### config.mk
export PLATFORM = sky130hd
export DESIGN_NAME = acr_regs
export DESIGN_NICKNAME = d
export VERILOG_FILES = /design/src/hdl/acr_pkg.sv /design/src/hdl/acr_regs.sv /design/src/hdl/acr_src_decode.sv
export VERILOG_INCLUDE_DIRS = /design/src /design/src/hdl
export SDC_FILE = /design/constraint.sdc
export NUM_CORES = 1
export LEC_CHECK = 0
export BUFFER_PORTS_ARGS = -buffer_cell sky130_fd_sc_hd__buf_2
export CAP_MARGIN = 0
export CORE_MARGIN = 10
export CORE_UTILIZATION = 55
export CTS_CLUSTER_DIAMETER = 80
export DETAILED_ROUTE_END_ITERATION = 12
export PLACE_DENSITY = 0.83
export SLEW_MARGIN = 5
export SYNTH_ARGS = -nofsm -noshare
export SYNTH_HDL_FRONTEND = slang
export SYNTH_SLANG_ARGS = --single-unit
### constraint.sdc
create_clock -name clk_sys -period 4.45 [get_ports clk_sys]
set_input_delay 0.2225 -clock clk_sys [delete_from_list [all_inputs] [get_ports clk_sys]]
set_output_delay 0.2225 -clock clk_sys [all_outputs]
set_load 0.02 [all_outputs]
### src/hdl/acr_defs.svh
// register offsets, field positions, reset values and oversampling ratios
`ifndef ACR_DEFS_SVH
`define ACR_DEFS_SVH

`define ACR_ADDR_ANALOG_CONTROL     8'h01
`define ACR_ADDR_OPERATING_MODE     8'h02
`define ACR_ADDR_OUTPUT_SOURCE      8'h03

`define ACR_RST_ANALOG_CONTROL      8'h00
`define ACR_RST_OPERATING_MODE      8'h00
`define ACR_RST_OUTPUT_SOURCE       8'h81

// analog control fields
`define ACR_AC_FRAME_START          7
`define ACR_AC_GROUND_CAL           6
`define ACR_AC_ANALOG_PD            5
`define ACR_AC_DIGITAL_PD           4
`define ACR_AC_TEST                 3
`define ACR_AC_USED_MASK            8'hF8

// operating mode fields
`define ACR_MD_OVERSAMPLE           7
`define ACR_MD_CALIBRATE            6
`define ACR_MD_SIGN_CHANGE          5
`define ACR_MD_ROUTING              4
`define ACR_MD_HIGHPASS_OFF         3
`define ACR_MD_SLAVE                2
`define ACR_MD_FORMAT               1
`define ACR_MD_MUTE                 0

// output source select fields
`define ACR_OS_P1_FULL              7
`define ACR_OS_P2_FULL              6
`define ACR_OS_P1_SHAPED            5
`define ACR_OS_P2_SHAPED            4
`define ACR_OS_WIDTH18              3
`define ACR_OS_WIDTH20              2
`define ACR_OS_P1_SHORT             1
`define ACR_OS_P2_SHORT             0

// oversampling ratios
`define ACR_RATIO_HIGH              8'd128
`define ACR_RATIO_LOW               8'd64

`endif

### src/hdl/acr_pkg.sv
// types shared by the control register bank
package acr_pkg;
  // source chosen for a serial output
  typedef enum logic [1:0] {
    ACR_SRC_FULL    = 2'b00,
    ACR_SRC_SHAPED  = 2'b01,
    ACR_SRC_SHORT   = 2'b11,
    ACR_SRC_NONE    = 2'b10
  } acr_src_t;

  typedef enum logic [1:0] {
    ACR_CAL_IDLE = 2'b00,
    ACR_CAL_RUN  = 2'b01,
    ACR_CAL_DONE = 2'b11
  } acr_cal_t;
endpackage : acr_pkg

### src/hdl/acr_regs.sv
// control register bank of the stereo audio converter
`timescale 1ns/1ps
`default_nettype none
`include "acr_defs.svh"

// Functional notes
// frame start write sends pulse, self-clears
// ground calibration ties modulator to common-mode
// analog power-down bit powers analog section down
// digital power-down bit powers modulator digital down
// host writes test bit zero always
// oversample bit selects 128 else 64
// calibration bit starts, clears on completion
// sign change swaps input paths, both channels
// routing clear: each port own source
// routing set: port one left, two right
// highpass-disable bit bypasses highpass filter
// calibration completion re-enables highpass filter
// master drives clocks, slave receives them
// slave bit ignored in external input modes
// format bit selects i2s else left-justified
// mute forces zero data on both outputs
// port two full bit sends 24-bit
// host clears port two full first
// port one shaped only if alone
// port two conflict selects short delay
// short delay path through highpass unless disabled
// analog control bits 2..0 read zero
// frame pulse one cycle, clear next
module acr_regs
  import acr_pkg::*;
#(
  parameter int ADDR_W = 8,
  parameter int DATA_W = 8
) (
  // clock and reset
  input  wire logic              clk_sys,
  input  wire logic              arst_n,
  // register port from the serial control decoder
  input  wire logic              reg_wr,
  input  wire logic              reg_rd,
  input  wire logic [ADDR_W-1:0] reg_addr,
  input  wire logic [DATA_W-1:0] reg_wdata,
  output logic      [DATA_W-1:0] reg_rdata,
  output logic                   reg_rvalid,
  // status from the converter core
  input  wire logic              cal_done,
  input  wire logic              ext_input_mode,
  // analog and modulator controls
  output logic                   frame_start_pulse,
  output logic                   ground_cal_en,
  output logic                   analog_pd,
  output logic                   modulator_digital_pd,
  output logic                   factory_test_bit,
  output logic                   sign_change_en,
  // rate and filter controls
  output logic                   oversample_ratio_select,
  output logic [7:0]             oversample_ratio,
  output logic                   cal_start_pulse,
  output logic                   cal_busy,
  output logic                   highpass_bypass,
  output logic                   short_delay_highpass,
  // serial port controls
  output logic                   clocks_driven,
  output logic                   serial_format_select,
  output logic                   mute_outputs,
  output logic                   channel_routing_select,
  output logic [1:0]             serial_out_one_left_src,
  output logic [1:0]             serial_out_one_right_src,
  output logic [1:0]             serial_out_two_left_src,
  output logic [1:0]             serial_out_two_right_src,
  output logic                   shaped_width_18_select,
  output logic                   shaped_width_20_select
);

  // *********************************************************
  // elaboration checks
  // *********************************************************
  if (DATA_W != 8) begin : g_bad_data
    $error("acr_regs supports only 8-bit data");
  end
  if (ADDR_W < 2) begin : g_bad_addr
    $error("acr_regs needs at least 2 address bits");
  end

  // *********************************************************
  // reset release
  // *********************************************************
  logic rst_sync1_q;
  logic rst_n_q;

  always_ff @(posedge clk_sys or negedge arst_n) begin
    if (!arst_n) begin
      rst_sync1_q <= 1'b0;
      rst_n_q     <= 1'b0;
    end else begin
      rst_sync1_q <= 1'b1;
      rst_n_q     <= rst_sync1_q;
    end
  end

  // *********************************************************
  // address decode
  // *********************************************************
  logic hit_ac;
  logic hit_md;
  logic hit_os;

  assign hit_ac = (reg_addr == ADDR_W'(`ACR_ADDR_ANALOG_CONTROL));
  assign hit_md = (reg_addr == ADDR_W'(`ACR_ADDR_OPERATING_MODE));
  assign hit_os = (reg_addr == ADDR_W'(`ACR_ADDR_OUTPUT_SOURCE));

  // *********************************************************
  // analog control register
  // *********************************************************
  logic [7:0] ac_q;
  logic       fs_pulse_q;

  always_ff @(posedge clk_sys or negedge rst_n_q) begin
    if (!rst_n_q) begin
      ac_q <= `ACR_RST_ANALOG_CONTROL;
    end else if (reg_wr && hit_ac) begin
      // low bits are not stored at all
      ac_q <= reg_wdata & `ACR_AC_USED_MASK;
    end else if (fs_pulse_q) begin
      // the bit drops the cycle after the pulse went out
      ac_q[`ACR_AC_FRAME_START] <= 1'b0;
    end
  end

  // single-cycle pulse; a bit held by a rewrite repeats it after a one-cycle gap
  always_ff @(posedge clk_sys or negedge rst_n_q) begin
    if (!rst_n_q) begin
      fs_pulse_q <= 1'b0;
    end else begin
      fs_pulse_q <= ac_q[`ACR_AC_FRAME_START] && !fs_pulse_q;
    end
  end

  // *********************************************************
  // operating mode register
  // *********************************************************
  logic [7:0] md_q;
  logic       cal_pulse_q;
  acr_cal_t   cal_state_q;

  always_ff @(posedge clk_sys or negedge rst_n_q) begin
    if (!rst_n_q) begin
      cal_state_q <= ACR_CAL_IDLE;
    end else begin
      case (cal_state_q)
        ACR_CAL_IDLE: begin
          if (reg_wr && hit_md && reg_wdata[`ACR_MD_CALIBRATE]) begin
            cal_state_q <= ACR_CAL_RUN;
          end
        end
        ACR_CAL_RUN: begin
          if (cal_done) begin
            cal_state_q <= ACR_CAL_DONE;
          end
        end
        ACR_CAL_DONE: begin
          cal_state_q <= ACR_CAL_IDLE;
        end
        default: begin
          cal_state_q <= ACR_CAL_IDLE;
        end
      endcase
    end
  end

  always_ff @(posedge clk_sys or negedge rst_n_q) begin
    if (!rst_n_q) begin
      md_q <= `ACR_RST_OPERATING_MODE;
    end else begin
      if (reg_wr && hit_md) begin
        md_q <= reg_wdata;
        // a running calibration cannot be cancelled by software
        if (cal_state_q == ACR_CAL_RUN) begin
          md_q[`ACR_MD_CALIBRATE] <= 1'b1;
        end
      end
      if (cal_state_q == ACR_CAL_RUN && cal_done) begin
        md_q[`ACR_MD_CALIBRATE]    <= 1'b0;
        md_q[`ACR_MD_HIGHPASS_OFF] <= 1'b0;
      end
    end
  end

  always_ff @(posedge clk_sys or negedge rst_n_q) begin
    if (!rst_n_q) begin
      cal_pulse_q <= 1'b0;
    end else begin
      cal_pulse_q <= (cal_state_q == ACR_CAL_IDLE) && reg_wr && hit_md
                     && reg_wdata[`ACR_MD_CALIBRATE];
    end
  end

  // *********************************************************
  // output source select register
  // *********************************************************
  logic [7:0] os_q;

  always_ff @(posedge clk_sys or negedge rst_n_q) begin
    if (!rst_n_q) begin
      os_q <= `ACR_RST_OUTPUT_SOURCE;
    end else if (reg_wr && hit_os) begin
      // the host must clear port two full first; the decoder copes anyway
      os_q <= reg_wdata;
    end
  end

  // *********************************************************
  // read port
  // *********************************************************
  always_ff @(posedge clk_sys or negedge rst_n_q) begin
    if (!rst_n_q) begin
      reg_rdata  <= '0;
      reg_rvalid <= 1'b0;
    end else begin
      reg_rvalid <= reg_rd;
      if (reg_rd) begin
        if (hit_ac) begin
          reg_rdata <= ac_q;
        end else if (hit_md) begin
          reg_rdata <= md_q;
        end else if (hit_os) begin
          reg_rdata <= os_q;
        end else begin
          reg_rdata <= '0;
        end
      end
    end
  end

  // *********************************************************
  // source decode
  // *********************************************************
  acr_src_t src_one;
  acr_src_t src_two;
  logic     one_shaped_ok;

  acr_src_decode #(
    .SHORT_ON_CONFLICT (1'b0)
  ) u_dec_one (
    .full_bit   (os_q[`ACR_OS_P1_FULL]),
    .shaped_bit (os_q[`ACR_OS_P1_SHAPED]),
    .short_bit  (os_q[`ACR_OS_P1_SHORT]),
    .src        (src_one)
  );

  acr_src_decode #(
    .SHORT_ON_CONFLICT (1'b1)
  ) u_dec_two (
    .full_bit   (os_q[`ACR_OS_P2_FULL]),
    .shaped_bit (os_q[`ACR_OS_P2_SHAPED]),
    .short_bit  (os_q[`ACR_OS_P2_SHORT]),
    .src        (src_two)
  );

  // port one shaped output needs every other port one bit clear
  assign one_shaped_ok = os_q[`ACR_OS_P1_SHAPED]
                         && !os_q[`ACR_OS_P1_FULL]
                         && !os_q[`ACR_OS_P1_SHORT];

  acr_src_t one_eff;
  always_comb begin
    if (src_one == ACR_SRC_SHAPED && !one_shaped_ok) begin
      one_eff = ACR_SRC_NONE;
    end else begin
      one_eff = src_one;
    end
  end

  // *********************************************************
  // registered control outputs
  // *********************************************************
  always_ff @(posedge clk_sys or negedge rst_n_q) begin
    if (!rst_n_q) begin
      frame_start_pulse    <= 1'b0;
      ground_cal_en        <= 1'b0;
      analog_pd            <= 1'b0;
      modulator_digital_pd <= 1'b0;
      factory_test_bit     <= 1'b0;
      sign_change_en       <= 1'b0;
    end else begin
      frame_start_pulse    <= ac_q[`ACR_AC_FRAME_START]
                              && !fs_pulse_q;
      ground_cal_en        <= ac_q[`ACR_AC_GROUND_CAL];
      analog_pd            <= ac_q[`ACR_AC_ANALOG_PD];
      modulator_digital_pd <= ac_q[`ACR_AC_DIGITAL_PD];
      // passed through as written; software keeps it zero
      factory_test_bit     <= ac_q[`ACR_AC_TEST];
      sign_change_en       <= md_q[`ACR_MD_SIGN_CHANGE];
    end
  end

  always_ff @(posedge clk_sys or negedge rst_n_q) begin
    if (!rst_n_q) begin
      oversample_ratio_select <= 1'b0;
      oversample_ratio        <= `ACR_RATIO_LOW;
      cal_start_pulse         <= 1'b0;
      cal_busy                <= 1'b0;
      highpass_bypass         <= 1'b0;
      short_delay_highpass    <= 1'b1;
    end else begin
      oversample_ratio_select <= md_q[`ACR_MD_OVERSAMPLE];
      oversample_ratio        <= md_q[`ACR_MD_OVERSAMPLE]
                                 ? `ACR_RATIO_HIGH
                                 : `ACR_RATIO_LOW;
      cal_start_pulse         <= cal_pulse_q;
      cal_busy                <= md_q[`ACR_MD_CALIBRATE];
      highpass_bypass         <= md_q[`ACR_MD_HIGHPASS_OFF];
      short_delay_highpass    <= !md_q[`ACR_MD_HIGHPASS_OFF];
    end
  end

  always_ff @(posedge clk_sys or negedge rst_n_q) begin
    if (!rst_n_q) begin
      clocks_driven          <= 1'b1;
      serial_format_select   <= 1'b0;
      mute_outputs           <= 1'b0;
      channel_routing_select <= 1'b0;
      shaped_width_18_select <= 1'b0;
      shaped_width_20_select <= 1'b0;
    end else begin
      // external input modes force master clocking
      clocks_driven          <= ext_input_mode
                                || !md_q[`ACR_MD_SLAVE];
      serial_format_select   <= md_q[`ACR_MD_FORMAT];
      mute_outputs           <= md_q[`ACR_MD_MUTE];
      channel_routing_select <= md_q[`ACR_MD_ROUTING];
      shaped_width_18_select <= os_q[`ACR_OS_WIDTH18];
      shaped_width_20_select <= os_q[`ACR_OS_WIDTH20];
    end
  end

  // muted ports carry no source at all
  always_ff @(posedge clk_sys or negedge rst_n_q) begin
    if (!rst_n_q) begin
      serial_out_one_left_src  <= ACR_SRC_FULL;
      serial_out_one_right_src <= ACR_SRC_FULL;
      serial_out_two_left_src  <= ACR_SRC_SHORT;
      serial_out_two_right_src <= ACR_SRC_SHORT;
    end else if (md_q[`ACR_MD_MUTE]) begin
      serial_out_one_left_src  <= ACR_SRC_NONE;
      serial_out_one_right_src <= ACR_SRC_NONE;
      serial_out_two_left_src  <= ACR_SRC_NONE;
      serial_out_two_right_src <= ACR_SRC_NONE;
    end else if (md_q[`ACR_MD_ROUTING]) begin
      // port one: left of both; port two: right of both
      serial_out_one_left_src  <= one_eff;
      serial_out_one_right_src <= src_two;
      serial_out_two_left_src  <= one_eff;
      serial_out_two_right_src <= src_two;
    end else begin
      serial_out_one_left_src  <= one_eff;
      serial_out_one_right_src <= one_eff;
      serial_out_two_left_src  <= src_two;
      serial_out_two_right_src <= src_two;
    end
  end

endmodule : acr_regs
`default_nettype wire

### src/hdl/acr_src_decode.sv
// per-port output source decoder
`timescale 1ns/1ps
`default_nettype none
module acr_src_decode
  import acr_pkg::*;
#(
  parameter bit SHORT_ON_CONFLICT = 1'b0
) (
  // source bits of one port
  input  wire logic     full_bit,
  input  wire logic     shaped_bit,
  input  wire logic     short_bit,
  // decoded source
  output acr_src_t      src
);
  logic [1:0] cnt;
  always_comb begin
    cnt = 2'(full_bit) + 2'(shaped_bit) + 2'(short_bit);
    if (cnt > 2'd1) begin
      // full precision wins where the port has no conflict fallback
      src = SHORT_ON_CONFLICT ? ACR_SRC_SHORT : ACR_SRC_FULL;
    end else if (full_bit) begin
      src = ACR_SRC_FULL;
    end else if (shaped_bit) begin
      src = ACR_SRC_SHAPED;
    end else if (short_bit) begin
      src = ACR_SRC_SHORT;
    end else begin
      src = ACR_SRC_NONE;
    end
  end
endmodule : acr_src_decode
`default_nettype wire

==> flow_summary.yaml, run 1 <==
die:
  die_y_um: 85.47
  die_w_um: 85.47
  fp.dieArea_um2: 7304
  ios: 64
  start_util: 0.5769
  core_um2: 4086
  rows: 23
global_routing:
  grt_overflow: 0
  grt_use_total: 0.1441
  grt_pass1_vias: 1672
  grt_max_degree: 60
  antenna_found_initial: 0
  grt_pass1_wl_um: 8224
yosys:
  synth.avg_cell_area_um2: 13.55
  netlist_area_um2: 2357
  synth_top_cell_by_area: "dfrtp_1"
  synth_area_leaders: "dfrtp_1, dfstp_2, mux2_2"
  synth.most_common_cell: "dfrtp_1"
  synthDominantCellAreaShare: 0.5520
  ys_ff_latch: 61
  synth_cell_types: 36
  async_flop_share: 1.000
  synth_ff_type: "dfrtp_1"
  synth_cells: 174
  yosysWarnings: 0
  ys_seq_area_frac: 0.6523
  synthTopCellsByCount: "dfrtp_1, mux2_2, inv_1"
  synth_enable_flop_cells: 0
job:
  cap_violations: 0
routing:
  drc: 0
  dr_total_vias: 1555
  routed_wl_um: 5072
  avgRoutedWirePerCell_um: 17.31
  drt-initial-drc-count: 123
  drtAntennaViolNets: 0
  drtPass1Iterations: 4
  avgViaCountPerCell: 5.307
power:
  leakage_nw: 1.479
  powerDensity_nw_per_um2: 415.3
  peakVddDrop_v: 0.0002291
hold_path:
  worstHoldPathType: "in -> reg"
  whs_path_depth: 2
  worstHoldStart: "ext_input_mode"
clock_tree:
  ctsResizeCount: 0
  cts.sinks: 61
  h-tree-depth: 3
  cts_root_buf: "clkbuf_8"
  cts_buffers: 9
  cts.reportedPaths.clkPinSlew_ns: 0.06
  clock_latency_ns: 0.33
  clockBufferDepth: 2
  cts_tree: "done"
timing:
  fmax_mhz: 625.9
  setup_tns_ns: 0
  setup_viol: 0
  finalCritPeriodShare: 0.3590
  hold_violations: 0
  drv_slew: 0
  min_period_ns: 1.598
  fin_skew_ns: 0.003334
  tightestPinTransition_ns: 0.6882
  rsz0062_at_grt: "false"
  max_slew_margin: 0.5412
placement:
  place_hpwl_um: 3625
  gp_congestion: 0.8154
  port_buffers: 57
setup_path:
  reg2reg_slack_ns: 2.99
  crit_required_ns: 4.66
  worstSetupPathType: "in -> reg"
  arrival_ns: 1.81
  reg2reg_from: "os_q[0]$_DFFE_PN1P_"
  reg2reg_depth: 4
  cp_max_fo: 8
  crit_path_end_kind: "register"
  setup.worst_path.start: "reg_addr[7]"
  crit_path_start_kind: "input port"
final_layout:
  drive_gt1_frac: 0.4403
  nets: 262
  fin_util: 0.7009
  register_area_um2: 1539
  area_growth_pct: 21.50
  multi_input_area_um2: 719.4
  fill_cells: 296
  diodes: 0
status:
  status: "finished clean"
timing repair:
action	4_1_cts	5_1_grt
hold endpoints to repair	2	0
setup buffers	0	0
hold buffers	1	0
placed cells by master, fill, tap and decap left out, drive strengths merged, types with 3 or more instances in the layout:
cell    netlist  final
o22ai         8      8
a21o          6      6
dfstp         9      9
or2           3      3
inv          13     13
mux2i         5      5
nand2         6      6
nor2          5      5
nor3          4      4
dfrtp        52     52
nand2b        4      4
conb          2      7
clkinv        0      4
clkbuf        1     11
buf          10     58
mux2         17     17
o221ai        5      5
a21oi         3      3
where the power goes:
part | switching, mW | total (mW) | internal [mW]
sequential | 0.0164 | 0.604 | 0.588
clock | 0.197 | 0.466 | 0.270
combinational | 0.0749 | 0.119 | 0.0437
worst max-delay path, stage by stage:
cell and delay (ns):
buf_2 0.11, or4_4 0.54, nor3_4 0.22, nand4_2 0.33
mux2_2 0.38
state kept, by name, summed over array words and instances (netlist names), 2 cells and up:
name,cells
md_q,8
os_q,8
reg_rdata,8
ac_q,5
cal_state_q,2
oversample_ratio,2
serial_out_one_left_src,2
serial_out_one_right_src,2
serial_out_two_left_src,2
serial_out_two_right_src,2
metal layers:
metal	vias to the layer above	share of wire	track usage	wire length [um]
met3	14	0.076	0.04780	387
li1	732	-	-	-
met1	746	0.40	0.1657	2045
met2	63	0.49	0.2200	2494
met4	0	0.028	0.1033	144
met5	-	0	0	0
path summary, 6_finish.rpt:
path | to
worst max register to register | serial_out_one_right_src[0]$_DFF_PN0_
worst max-delay path | os_q[5]$_DFFE_PN0P_
max in group asynchronous | serial_out_one_left_src[1]$_DFF_PN0_
worst min-delay path | clocks_driven$_DFF_PN1_
min in group asynchronous | rst_n_q$_DFF_PN0_
worst min register to register | rst_n_q$_DFF_PN0_
area by class of cell:
class / instances / area share
sequential: 61 / 0.5374
clock buffer: 11 / 0.04937
tap: 50 / 0.02184
inverter: 13 / 0.01704
timing repair buffer: 59 / 0.1057
clock inverter: 5 / 0.01747
multi-input combinational: 94 / 0.2512
logic make-up after synthesis:
group / Yosys count / synth area share
other: 2 / 0.003186
buffers and inverters: 24 / 0.05042
and+or+nand+nor: 32 / 0.08652
adders and majority gates: 2 / 0.01061
DFF: 61 / 0.6523
AOI/OAI and AO/OA: 31 / 0.09448
muxes: 22 / 0.1024
through the flow:
step | hold WS, ns | total power, mW | instance area, um2 | worst slack, ns | std cells
after floorplan | -0.07309 | 0.6910 | 2376 | 2.642 | 179
after global placement | 0.007773 | 0.7295 | 2663 | 2.581 | 276
after detailed placement | 0.007517 | 0.7332 | 2663 | 2.535 | 276
after CTS | 0.06559 | 1.203 | 2864 | 2.860 | 293
after global routing | 0.08431 | 1.247 | 2864 | 2.819 | 293
final | 0.07915 | 1.189 | 2864 | 2.852 | 293
(Power assumes the default switching activity.)
==> run 2, diff against run 1 <==
- ABC_AREA: default -> 1
- CORE_UTILIZATION: 55 -> 52
- PLACE_DENSITY: 0.83 -> 0.78
- clock period: 4.45 -> 1.56 ns (I/O delays scaled with it)
==> flow_summary.yaml, run 2 <==
die:
  rows: 25
  ios: 64
  die_y_um: 90.22
  fp.dieArea_um2: 8139
  start_util: 0.5392
  die_w_um: 90.22
  core_um2: 4755
setup_path:
  setup.worst_path.start: "os_q[0]$_DFFE_PN1P_"
  reg2reg_from: "os_q[0]$_DFFE_PN1P_"
  max_stage_delay_ns: 0.55
  reg2reg_depth: 4
  endpoint: "serial_out_two_right_src[1]$_DFF_PN1_"
  path_buf_inv: 0
  cp_num_cells: 4
  crit_required_ns: 1.84
  crit_path_start_kind: "register"
  slowest_stage: "dfstp_2"
  cp_max_fo: 4
  reg2reg_to: "serial_out_two_right_src[1]$_DFF_PN1_"
  crit_chain: "ha_1 > a21o_1 > o21bai_1 > or2_1"
  arrival_ns: 1.73
  reg2reg_slack_ns: 0.11
  crit_path_end_kind: "register"
  crit_family: "flip-flops"
  worstSetupPathType: "reg -> reg"
routing:
  drtPass1Iterations: 4
  dr_total_vias: 1869
  routed_wl_um: 5444
  drt-initial-drc-count: 109
  drtAntennaViolNets: 0
  avgRoutedWirePerCell_um: 13.85
  drc: 0
  avgViaCountPerCell: 4.756
placement:
  dpl.cell_count: 373
  gp_congestion: 0.7882
  dpl_worst_slack_ns: 0.1418
  port_buffers: 57
  place_hpwl_um: 3945
yosys:
  synthAdderAreaFrac: 0.009761
  synth.avg_cell_area_um2: 10.09
  ys_seq_area_frac: 0.5998
  synthTopCellsByCount: "nand2_1, dfrtp_1, inv_1"
  synthSimpleGateAreaFrac: 0.2274
  ys_ff_latch: 61
  synth_compound_gate_area_share: 0.08297
  netlist_area_um2: 2564
  synth.most_common_cell: "nand2_1"
  synth_cell_types: 25
  synthXorXnorAreaFrac: 0
  synth_cells: 254
  synth_enable_flop_cells: 0
  synth_top_cell_by_area: "dfrtp_1"
  synthDominantCellAreaShare: 0.5076
  async_flop_share: 1.000
  synth_top_family_by_area: "simple AND/OR/NAND/NOR gates"
  yosysWarnings: 0
  synth_area_leaders: "dfrtp_1, dfstp_2, nand2_1"
  synth_mux_area_frac: 0
  synth_ff_type: "dfrtp_1"
final_layout:
  layout_common_cells: "nand2_1, buf_2, dfrtp_1, inv_1, nand3_1"
  fill_cells: 395
  area_growth_pct: 21.57
  top_regs: "md_q (8), os_q (8), reg_rdata (8)"
  layout_commonest_cell: "nand2_1"
  fin_cells: 393
  drive_gt1_frac: 0.3497
  diodes: 0
  nets: 345
timing:
  fmax_mhz: 689.8
  setup_tns_ns: 0
  rsz0062_at_grt: "false"
  drv_slew: 0
  min_period_ns: 1.450
  setup_viol: 0
  finalCritPeriodShare: 0.9294
  fin_skew_ns: 0.008444
  fin_ws_ns: 0.1102
  hold_violations: 0
global_routing:
  grt_pass1_vias: 1909
  antenna_found_initial: 0
  grt_use_total: 0.1439
  grt_pass1_wl_um: 9321
  grt_max_degree: 60
  grt_overflow: 0
clock_tree:
  cts_root_buf: "clkbuf_8"
  clock_latency_ns: 0.35
  cts_buffers: 9
  cts_tree: "done"
  clockBufferDepth: 2
  cts.reportedPaths.clkPinSlew_ns: 0.06
  cts.sinks: 61
  h-tree-depth: 3
  postCtsSetupBuffers: 0
status:
  status: "finished clean"
power:
  powerDensity_nw_per_um2: 1098
  peakVddDrop_v: 0.0008312
  leakage_nw: 1.696
hold_path:
  worstHoldPathType: "in -> reg"
job:
  cap_violations: 0
run 2: metal layers:
metal  GRT usage  share of wire
met1      0.1571           0.40
met2      0.2355           0.51
met3     0.06318          0.070
met4     0.06764          0.019
met5           0              0
run 2: worst min-delay path: stages:
cell and delay [ns]:
buf_2 0.10, inv_1 0.10, o21ai_2 0.07
run 2: layout make-up:
| cell class | instances | area (um2) | share of cell area |
|---|---|---|---|
| clock buffers | 11 | 141.4 | 0.04536 |
| well taps | 67 | 83.83 | 0.02690 |
| flip-flops and latches | 61 | 1539 | 0.4938 |
| repair buffers | 62 | 345.3 | 0.1108 |
| clock inverters | 5 | 50.05 | 0.01606 |
| inverters | 28 | 107.6 | 0.03452 |
| multi-input cells | 159 | 849.6 | 0.2726 |
run 2: cells by family after synthesis:
logic type	after synthesis
AND/OR/NAND/NOR	119
other	2
flip-flops	61
buffers and inverters	39
AO/OA/AOI/OAI	31
adder cells (fa/ha/maj)	2
run 2: timing repair:
item | 4_1_cts | 5_1_grt
gates resized for setup | 0 | 1
endpoints found under the setup margin | 0 | 1
endpoints found under the hold margin | 8 | 0
hold buffers | 4 | 0
run 2: through the flow:
stage          power, mW  area [um2]  hold WS, ns    util
3_3_place_gp       2.066        2883      -0.1374  0.6063
3_5_place_dp       2.076        2883      -0.1361  0.6063
6_report           3.421        3117     0.002137  0.6555
4_1_cts            3.439        3114     0.002702  0.6550
5_1_grt            3.555        3117      0.01073  0.6555
2_1_floorplan      1.966        2584      -0.2176       -
run 2: worst min-delay path by stage:
stage	startpoint	to	slack, ns	cells after the start
4_1_cts	reg_wdata[0]	os_q[0]$_DFFE_PN1P_	0.003	3
5_1_grt	reg_wdata[1]	md_q[1]$_DFFE_PN0P_	0.01	3
6_report	reg_wdata[0]	os_q[0]$_DFFE_PN1P_	0.002	3
2_1_floorplan	arst_n	rst_n_q$_DFF_PN0_	-0.22	0
3_5_place_dp	arst_n	rst_sync1_q$_DFF_PN0_	-0.14	1
3_3_place_gp	arst_n	rst_sync1_q$_DFF_PN0_	-0.14	1
run 2: where the power goes:
part / switching (mW) / total (mW) / internal (mW)
registers: 0.0399 / 1.71 / 1.67
clock network: 0.599 / 1.37 / 0.769
logic: 0.229 / 0.342 / 0.113
total: 0.868 / 3.42 / 2.55
==> run 3, diff against run 2 <==
- ABC_AREA: 1 -> default
- CORE_UTILIZATION: 52 -> 51
- GPL_TIMING_DRIVEN: default -> 0
==> flow_summary.yaml, run 3 (synthesized netlist as in run 1, its figures left out) <==
status:
  status: "finished with violations"
  violations: "hold timing"
clock_tree:
  cts_tree: "done"
  postCtsSetupBuffers: 0
  clockBufferDepth: 2
  cts.reportedPaths.clkPinSlew_ns: 0.06
  cts.sinks: 61
  cts_buffers: 9
  h-tree-depth: 3
  clock_latency_ns: 0.33
  cts_root_buf: "clkbuf_8"
timing:
  setup_viol: 0
  hold_violations: 1
  fmax_mhz: 696.6
  holdWs_ns: -0.0004590
  fin_ws_ns: 0.1244
  rsz0062_at_grt: "false"
  min_period_ns: 1.436
  drv_slew: 0
  max_slew_margin: 0.5186
  fin_skew_ns: 0.008628
  tightestPinTransition_ns: 0.7222
  setup_tns_ns: 0
  finalCritPeriodShare: 0.9202
final_layout:
  top_regs: "md_q (8), os_q (8), reg_rdata (8)"
  diodes: 0
  nets: 279
  area_growth_pct: 27.07
  layout_common_cells: "buf_2, dfrtp_1, mux2_2, inv_1, clkbuf_8"
  fin_util: 0.6786
  drive_gt1_frac: 0.4385
  layout_commonest_cell: "buf_2"
routing:
  dr_total_vias: 1616
  avgViaCountPerCell: 5.179
  drtPass1Iterations: 4
  avgRoutedWirePerCell_um: 16.13
  drt-initial-drc-count: 41
  routed_wl_um: 5031
  drc: 0
  drtAntennaViolNets: 0
power:
  peakVddDrop_v: 0.0005406
  combPwrFrac: 0.102
  powerDensity_nw_per_um2: 1119
  switchingPower_mw: 0.8172
  internal-power_mw: 2.534
  sw_frac_of_total: 0.2439
  finalPower_mw: 3.351
  p_clk_frac: 0.377
  seq_power_share: 0.522
  leakage_nw: 1.544
die:
  core_um2: 4414
  rows: 24
  die_y_um: 87.99
  fp.dieArea_um2: 7741
  die_w_um: 87.99
  start_util: 0.5340
  ios: 64
placement:
  gp_congestion: 0.7573
  place_hpwl_um: 3649
  port_buffers: 57
  dpl_worst_slack_ns: -0.2205
hold_path:
  worstHoldPathType: "in -> reg"
job:
  cap_violations: 0
global_routing:
  grt_pass1_vias: 1657
  grt_pass1_wl_um: 8211
  grt_overflow: 0
  grt_max_degree: 60
  grt_use_total: 0.1378
  antenna_found_initial: 0
setup_path:
  worstSetupPathType: "reg -> reg"
  cp_max_fo: 6
  arrival_ns: 1.71
  crit_path_start_kind: "register"
  crit_required_ns: 1.83
  crit_path_end_kind: "register"
[run 3: cell types whose count changed in the layout (fill, tap and decap cells not counted), sizes merged, moves of 5 or more]
cell    before  now
o21ai       22    2
a21o         1    6
o221ai       0    5
mux2i        0    5
nand3       27    1
nor2        21    5
o22ai        0    8
inv         28   13
clkbuf      11   16
mux2         0   17
nand2       66    6
buf         58   67
[run 3: routing by layer]
metal / GRT usage / up-vias / share of wire
li1: - / 770 / -
met1: 0.1566 / 798 / 0.40
met2: 0.2216 / 37 / 0.50
met3: 0.04735 / 11 / 0.075
met4: 0.07826 / 0 / 0.023
met5: 0 / - / 0
[run 3: worst max-delay path: stages, from the launching register on]
cell and delay (ns):
dfrtp_1 0.44, ha_1 0.22, or2_2 0.31, a21oi_1 0.23, a22o_1 0.18
[run 3: final cells by class]
cell class                 instances  area, um2
tap                               52      65.06
timing repair buffer              65      365.4
multi-input combinational         94      723.2
clock inverter                     1      5.005
fill                             335       1419
inverter                          13      48.80
clock buffer                      15      176.4
buffer                            11      70.07
sequential                        61       1541
[run 3: power groups by stage]
stage	Clock, mW	Sequential [mW]	Combinational, mW
2_1_floorplan	0	1.83	0.143
3_3_place_gp	0	1.78	0.320
3_5_place_dp	0	1.78	0.325
4_1_cts	1.29	1.75	0.341
5_1_grt	1.37	1.76	0.369
6_report	1.26	1.75	0.341
[run 3: stage by stage]
step | std cells | instance area [um2]
final | 312 | 2995
after global routing | 312 | 2995
after CTS | 311 | 2979
after detailed placement | 288 | 2728
after global placement | 288 | 2728
after floorplan | 179 | 2377
[run 3: what timing repair did]
action | in CTS | in global routing
hold buffers | 7 | 1
setup endpoints to repair | 0 | 1
resized for setup | 0 | 1
hold endpoints to repair | 11 | 1
[run 3: path summary, 6_finish.rpt]
| kind | startpoint | endpoint | slack [ns] | depth (start not counted) |
|---|---|---|---|---|
| min | reg_wdata[7] | md_q[7]$_DFFE_PN0P_ | -0.0005 | 3 |
| max reg2reg | os_q[1]$_DFFE_PN0P_ | serial_out_two_left_src[1]$_DFF_PN1_ | 0.12 | 4 |
| max in group asynchronous | rst_n_q$_DFF_PN0_ | reg_rdata[0]$_DFFE_PN0P_ | 0.69 | 0 |
| min reg2reg | rst_sync1_q$_DFF_PN0_ | rst_n_q$_DFF_PN0_ | 0.35 | 0 |
| min in group asynchronous | arst_n | rst_n_q$_DFF_PN0_ | 0.06 | 2 |
| max | os_q[1]$_DFFE_PN0P_ | serial_out_two_left_src[1]$_DFF_PN1_ | 0.12 | 4 |
